**src/verilog/ddrt_defines.svh**
```systemverilog
`ifndef DDRT_DEFINES_SVH
`define DDRT_DEFINES_SVH

// Clock period in ns at 50 MHz
`define DDRT_CLK_PERIOD_NS 20
// Write start offset after write latency, full burst or on-the-fly chop
`define DDRT_WSTART_BL8 5'h04
// Write start offset after write latency, chop fixed by mode register
`define DDRT_WSTART_BC4 5'h02
// Impedance short calibration duration in cycles
`define DDRT_ZQ_SHORT_CYCLES 8'h40
// Row activation or precharge busy time in cycles
`define DDRT_ROW_OP_CYCLES 8'h10
// Refresh busy time in cycles
`define DDRT_REFRESH_CYCLES 8'h20
// Read with auto-precharge: burst tail before the precharge starts
`define DDRT_READ_TAIL_CYCLES 8'h04
// Termination control latency is write latency minus this
`define DDRT_ODT_LAT_OFFSET 4'h2
// Depth of the write start scheduler
`define DDRT_WSCHED_DEPTH 24

`endif

```
**src/verilog/ddrt_pkg.sv**
```systemverilog
package ddrt_pkg;
  // Decoded command registered on a clock edge
  typedef enum logic [3:0] {
    DDRT_NOP, DDRT_ACT, DDRT_PRE, DDRT_REF, DDRT_WR, DDRT_WRA,
    DDRT_RD, DDRT_RDA, DDRT_MRS, DDRT_ZQS
  } ddrt_cmd_t;
  // Burst setting from mode register zero
  typedef enum logic [1:0] {
    DDRT_BL8_FIXED, DDRT_BURST_OTF, DDRT_BC4_FIXED
  } ddrt_burst_t;
endpackage

```
**src/verilog/ddrt_timer.sv**
```systemverilog
`timescale 1ns/100ps
`default_nettype none
`include "ddrt_defines.svh"
module ddrt_timer (
  input wire logic clk_i,          // System clock
  input wire logic resetn_i,       // Sync reset, active low
  input wire logic load_i,         // Request to start or extend
  input wire logic [7:0] value_i,  // Cycles to stay busy
  output logic busy_o,             // Registered busy level
  output logic done_o              // One-cycle pulse at the end
);
  logic [7:0] count_reg;
  logic [7:0] count_next;
  logic busy_reg;
  logic busy_next;
  logic done_reg;
  logic done_next;

  // Load only extends, so overlapping operations end at the latest finish
  always_comb begin
    count_next = (count_reg != 8'h00) ? count_reg - 8'h01 : 8'h00;
    if (load_i && (value_i > count_next)) begin
      count_next = value_i;
    end
    busy_next = (count_next != 8'h00);
    done_next = (count_reg == 8'h01) && (count_next == 8'h00);
  end

  // Register stage
  always_ff @(posedge clk_i) begin
    if (!resetn_i) begin
      count_reg <= 8'h00;
      busy_reg <= 1'b0;
      done_reg <= 1'b0;
    end else begin
      count_reg <= count_next;
      busy_reg <= busy_next;
      done_reg <= done_next;
    end
  end

  assign busy_o = busy_reg;
  assign done_o = done_reg;
endmodule
`default_nettype wire

```
**src/verilog/ddrt_core.sv**
```systemverilog
`timescale 1ns/100ps
`default_nettype none
`include "ddrt_defines.svh"
module ddrt_core (
  input wire logic clk_i,                    // System clock, the memory clock
  input wire logic resetn_i,                 // Sync reset, active low
  input wire ddrt_pkg::ddrt_cmd_t cmd_i,     // Command registered this edge
  input wire logic cke_i,                    // Clock enable as registered
  input wire logic odt_i,                    // Termination control as registered
  input wire logic [3:0] wl_i,               // Write latency in cycles
  input wire ddrt_pkg::ddrt_burst_t burst_i, // Burst setting
  input wire logic [4:0] wr_cycles_i,        // Write recovery from mode register zero
  input wire logic pd_dll_frozen_i,          // Precharge power-down freezes the DLL
  output logic write_start_o,                // Pulse: internal write begins
  output logic pd_state_o,                   // Power-down state applies
  output logic op_busy_o,                    // Row, precharge or refresh in progress
  output logic term_on_o,                    // Termination enabled
  output logic term_async_o,                 // Termination in asynchronous mode
  output logic zq_busy_o,                    // Short calibration running
  output logic zq_done_o                     // Pulse: short calibration complete
);
  import ddrt_pkg::*;

  localparam int WD = `DDRT_WSCHED_DEPTH;

  logic [WD-1:0] wsched_reg;
  logic [WD-1:0] wsched_next;
  logic wstart_reg;
  logic wstart_next;
  logic pd_reg;
  logic pd_next;
  logic bank_open_reg;
  logic bank_open_next;
  logic [15:0] odt_hist_reg;
  logic [15:0] odt_hist_next;
  logic term_on_reg;
  logic term_on_next;
  logic term_async_reg;
  logic term_async_next;
  logic op_load;
  logic [7:0] op_value;
  logic op_busy;
  logic zq_load;

  // Delay from write command to internal write start
  function automatic logic [4:0] wstart_delay(input logic [3:0] wl, input ddrt_burst_t b);
    logic [4:0] extra;
    extra = (b == DDRT_BC4_FIXED) ? `DDRT_WSTART_BC4 : `DDRT_WSTART_BL8;
    return {1'b0, wl} + extra;
  endfunction

  function automatic logic is_write(input ddrt_cmd_t c);
    return (c == DDRT_WR) || (c == DDRT_WRA);
  endfunction

  // write start scheduling: a one-hot slot per write lets bursts overlap
  always_comb begin
    wsched_next = wsched_reg >> 1;
    if (is_write(cmd_i)) begin
      wsched_next = wsched_next | (WD'(1) << (wstart_delay(wl_i, burst_i) - 5'h01));
    end
    wstart_next = wsched_reg[0];
  end

  always_ff @(posedge clk_i) begin
    if (!resetn_i) begin
      wsched_reg <= '0;
      wstart_reg <= 1'b0;
    end else begin
      wsched_reg <= wsched_next;
      wstart_reg <= wstart_next;
    end
  end

  // write with auto-precharge waits write recovery from mode register zero
  always_comb begin
    op_load = 1'b1;
    unique case (cmd_i)
      DDRT_ACT, DDRT_PRE: op_value = `DDRT_ROW_OP_CYCLES;
      DDRT_REF: op_value = `DDRT_REFRESH_CYCLES;
      DDRT_WRA: op_value = {3'h0, wstart_delay(wl_i, burst_i)} + {3'h0, wr_cycles_i}
                           + `DDRT_ROW_OP_CYCLES;
      DDRT_RDA: op_value = `DDRT_READ_TAIL_CYCLES + `DDRT_ROW_OP_CYCLES;
      default: begin
        op_load = 1'b0;
        op_value = 8'h00;
      end
    endcase
  end

  // Busy tracker for operations that outlive clock enable going low
  ddrt_timer u_op_timer (
    .clk_i(clk_i),
    .resetn_i(resetn_i),
    .load_i(op_load),
    .value_i(op_value),
    .busy_o(op_busy),
    .done_o()
  );

  // short calibration timer, fixed length at any clock rate
  assign zq_load = (cmd_i == DDRT_ZQS);
  ddrt_timer u_zq_timer (
    .clk_i(clk_i),
    .resetn_i(resetn_i),
    .load_i(zq_load),
    .value_i(`DDRT_ZQ_SHORT_CYCLES),
    .busy_o(zq_busy_o),
    .done_o(zq_done_o)
  );

  // power-down state waits for the busy operation to drain
  // no watchdog: any gap between edges leaves the state as it is
  always_comb begin
    pd_next = !cke_i && !op_busy && !op_load;
    bank_open_next = bank_open_reg;
    if (cmd_i == DDRT_ACT) begin
      bank_open_next = 1'b1;
    end else if ((cmd_i == DDRT_PRE) || (cmd_i == DDRT_WRA) || (cmd_i == DDRT_RDA)) begin
      bank_open_next = 1'b0;
    end
  end

  always_ff @(posedge clk_i) begin
    if (!resetn_i) begin
      pd_reg <= 1'b0;
      bank_open_reg <= 1'b0;
    end else begin
      pd_reg <= pd_next;
      bank_open_reg <= bank_open_next;
    end
  end

  // termination: async on entry and during frozen-DLL precharge power-down
  always_comb begin
    odt_hist_next = {odt_hist_reg[14:0], odt_i};
    term_async_next = !cke_i && pd_dll_frozen_i && !bank_open_next;
    if (term_async_next || (wl_i <= `DDRT_ODT_LAT_OFFSET)) begin
      term_on_next = odt_i;
    end else begin
      term_on_next = odt_hist_reg[wl_i - `DDRT_ODT_LAT_OFFSET - 4'h1];
    end
  end

  // Sync path follows termination control by the write latency minus two
  always_ff @(posedge clk_i) begin
    if (!resetn_i) begin
      odt_hist_reg <= 16'h0000;
      term_on_reg <= 1'b0;
      term_async_reg <= 1'b0;
    end else begin
      odt_hist_reg <= odt_hist_next;
      term_on_reg <= term_on_next;
      term_async_reg <= term_async_next;
    end
  end

  // Output drive from registers only
  assign write_start_o = wstart_reg;
  assign pd_state_o = pd_reg;
  assign op_busy_o = op_busy;
  assign term_on_o = term_on_reg;
  assign term_async_o = term_async_reg;
endmodule
`default_nettype wire

```
**config.mk**
```make
export PLATFORM = sky130hd
export DESIGN_NAME = ddrt_core
export DESIGN_NICKNAME = d
export VERILOG_FILES = /design/src/verilog/ddrt_pkg.sv /design/src/verilog/ddrt_timer.sv /design/src/verilog/ddrt_core.sv
export VERILOG_INCLUDE_DIRS = /design/src /design/src/verilog
export SDC_FILE = /design/constraint.sdc
export NUM_CORES = 1
export LEC_CHECK = 0
export ABC_AREA = 1
export BUFFER_PORTS_ARGS = -buffer_cell sky130_fd_sc_hd__buf_4
export CORE_MARGIN = 3
export CORE_UTILIZATION = 55
export DETAILED_ROUTE_END_ITERATION = 10
export GPL_TIMING_DRIVEN = 1
export PLACE_DENSITY = 0.74
export SETUP_SLACK_MARGIN = 0.5
export SYNTH_ARGS = -nofsm -noshare
export SYNTH_HDL_FRONTEND = slang
export SYNTH_SLANG_ARGS = --single-unit
```
**constraint.sdc**
```tcl
create_clock -name clk_i -period 4.1 [get_ports clk_i]
set_input_delay 0.205 -clock clk_i [delete_from_list [all_inputs] [get_ports clk_i]]
set_output_delay 0.205 -clock clk_i [all_outputs]
set_load 0.02 [all_outputs]
```
==> summary.txt <==
Run status
  – Status: finished, final reports clean

Final layout
  – Antenna fix cells: 0
  – # fillers: 545
  – Max FFs per register: 24
  – Share of cells above drive strength 1: 16.3%
  – Nets: 562
  – Finished Cell Area: 4060 um2
  – Register area: 1280 um2
  – Finished Layout Cells: 595
  – Area grow syn2layout: 15.9%
  – Multi-input logic area: 1960 um2

Timing
  – RSZ-0062 raised after global routing: false
  – Max-slew violation count: 0
  – Max Clk Rate: 0.298 GHz
  – Crit path time final: 3350 ps
  – Final Hold Violating Endpoints: 0
  – Slew @ Worst Pin: 919 ps
  – Relative slew slack: 38.3%
  – Setup Skew: 9.72 ps
  – Final Cycle Share: 81.8%
  – Number of setup violations in the final report: 0
  – Sum of negative setup slack: 0 ps

Power and ir drop
  – Peak VDD IR: 0.000367 V
  – Internal Pwr Total: 1.38 mW
  – Combinational share of power: 46.2%
  – Pleak: 2.03 nW
  – Switching fraction of total power: 41.2%
  – Seq pwr share: 31.8%
  – Sw Pwr: 0.964 mW
  – PD cells: 576 nW/um2
  – Power Total: 2.34 mW
  – Clock network fraction of design power: 21.9%

Clocking
  – CTS H-tree lvls: 3
  – CTS buffer count: 9
  – TritonCTS clock tree: yes
  – Clk sink count: 64
  – Clk buf depth: 2
  – Root buf cell: clkbuf_8
  – CTS Hold Bufs: 0
  – Worst skew pair latency: 340 ps
  – Clk slew on worst S/H paths: 70 ps

Placed design
  – Cells after DPL: 577
  – Dpl cell area: 3770 um2
  – Detailed placement HPWL: 5530 um
  – Final Wtd Congestion: 0.838
  – IO Port Bufs: 26

Detailed routing
  – Drt initial violations: 117
  – Pre-Repair DR Iteration Count: 4
  – WL final: 7240 um
  – Via Count: 3026
  – Post-route ant nets: 0
  – Routed len/inst: 12.2 um
  – DRC violations left: 0
  – Vias/cell: 5.09

Synth
  – Post-synth top cells: nand2_1 (87), inv_1 (77), nor2_1 (77), dfxtp_1 (64), nand3_1 (35)
  – Synth unique cells: 43
  – Post-synth EDFFs: 0
  – Top cell type by total area after synthesis: dfxtp_1
  – Synth Net Count: 530
  – Most common cell in the netlist: nand2_1
  – Yosys top cell area share: 36.6%
  – Ranking of synthesized cells by area: dfxtp_1 (37%), nand2_1 (9.3%), ha_1 (8.9%), inv_1 (8.2%), nor2_1 (8.2%)
  – Ys async rst share: 0%
  – Fraction of the yosys area taken by sequential cells: 36.6%
  – Seq cells post-synth: 64
  – Ys flop type: dfxtp_1
  – Syn Area/Cell: 7.26 um2
  – Cells after Synth: 483
  – Yosys warnings: 0
  – Area of the mapped netlist: 3500 um2

Global route
  – Vias in the first global route: 2978
  – Total GRT Usage: 21.3%
  – Largest net degree at the start of global routing: 36
  – Gr ovfl total: 0
  – First-pass GRT wire length: 12700 um
  – Initial antenna violation count: 0

Critical path
  – CP most frequent cell: nand2_1
  – Crit path arrival time: 3540 ps
  – Slowest stage delay, CP: 460 ps
  – Crit path max-delay cell type: fa_2
  – Bufs and invs on worst path: 5
  – FF-to-FF End: u_op_timer.busy_o
  – Setup crit end kind: flop
  – WS Path Type: in -> reg
  – FF-to-FF setup slack: 1380 ps
  – Critical Path Stages: 26
  – FF-to-FF Start: u_op_timer.count_reg[0]
  – R2r worst-path depth: 19
  – Required time worst endpoint: 4280 ps
  – Critical path fanouts, max: 8
  – Largest delay share family, worst path: simple AND/OR/NAND/NOR gates
  – Worst setup SP type: input port

Floorplanning
  – Initial core utilization: 57.8%
  – Die area: 7370 um2
  – Cell Rows: 28
  – Die Y: 85.8 um
  – Die X: 85.8 um
  – Count of boundary I/O pins: 27
  – Core area: 6060 um2

Hold path
  – WHS Endpoint: pd_state_o
  – Min-delay src: cke_i
  – Worst min-delay path class: in -> reg
  – Hold depth: 2

Run
  – MaxCap Viol Count: 0
==> final cells by class <==
cell class,count,share of cell area [%]
multi-input combinational,329,48.4
tap,75,2.31
clock buffer,11,3.23
timing repair buffer,29,5.36
inverter,82,7.76
sequential,64,31.5
clock inverter,5,1.42
==> power groups by stage <==
stage               clock network (mW)  logic (mW)  registers (mW)
floorplan                            0       0.792           0.754
global placement                     0       0.976           0.756
detailed placement                   0        1.01           0.759
CTS                              0.525        1.02           0.745
global route                     0.553        1.24           0.754
finish                           0.514        1.08           0.746
==> metrics by stage <==
stage                     util, %  hold WS [ps]  worst slack [ps]
after floorplan                 -           284               536
after global placement       62.2           384               246
after detailed placement     62.2           393              85.5
after CTS                    65.4          35.5               530
after global routing         67.0          35.0               496
final                        67.0          47.6               746
==> worst max path at each step <==
stage | startpoint | to | slack [ps]
after floorplan | burst_i[0] | u_op_timer.busy_o | 540
after global placement | burst_i[0] | u_op_timer.busy_o | 250
after detailed placement | burst_i[0] | u_op_timer.busy_o | 90
after CTS | burst_i[0] | u_op_timer.busy_o | 530
after global routing | burst_i[0] | u_op_timer.busy_o | 500
final | burst_i[0] | u_op_timer.busy_o | 750
==> placed cells by master (no fill, tap or decap), types with 4 or more instances in the layout <==
cell	count
nand2_1	83
nor2_1	75
inv_1	75
dfxtp_1	64
nand3_1	35
buf_4	29
ha_1	22
a21oi_1	16
o21ai_0	11
clkbuf_8	9
nor3_1	8
o21a_1	8
nand2_2	6
nor2_2	5
inv_2	4
nand2_4	4
nand3b_1	4
nand4_1	4
xor2_1	4
nor4_1	4
==> routing by layer <==
metal / global-route usage [%] / up-vias / routed length (um)
met3: 4.03 / 8 / 260
met2: 36.5 / 54 / 3580
met5: 0 / - / 0
met4: 9.21 / 0 / 93
li1: - / 1590 / -
met1: 26.1 / 1374 / 3310
==> kinds of logic after synthesis <==
logic type,after synthesis,share of synthesized area [%]
buffers and inverters,90,9.89
flip-flops,64,36.6
AND/OR/NAND/NOR,241,31.7
multiplexers,3,0.857
XOR/XNOR,9,2.46
adder cells (fa/ha/maj),27,10.1
AO/OA/AOI/OAI,49,8.50
==> repair_timing <==
action	in CTS	in global routing
gates resized for setup	2	16
buffers inserted	0	2
endpoints found under the setup margin	1	8
pin swaps	0	4
No activity file was read; power rests on OpenSTA's default activity.
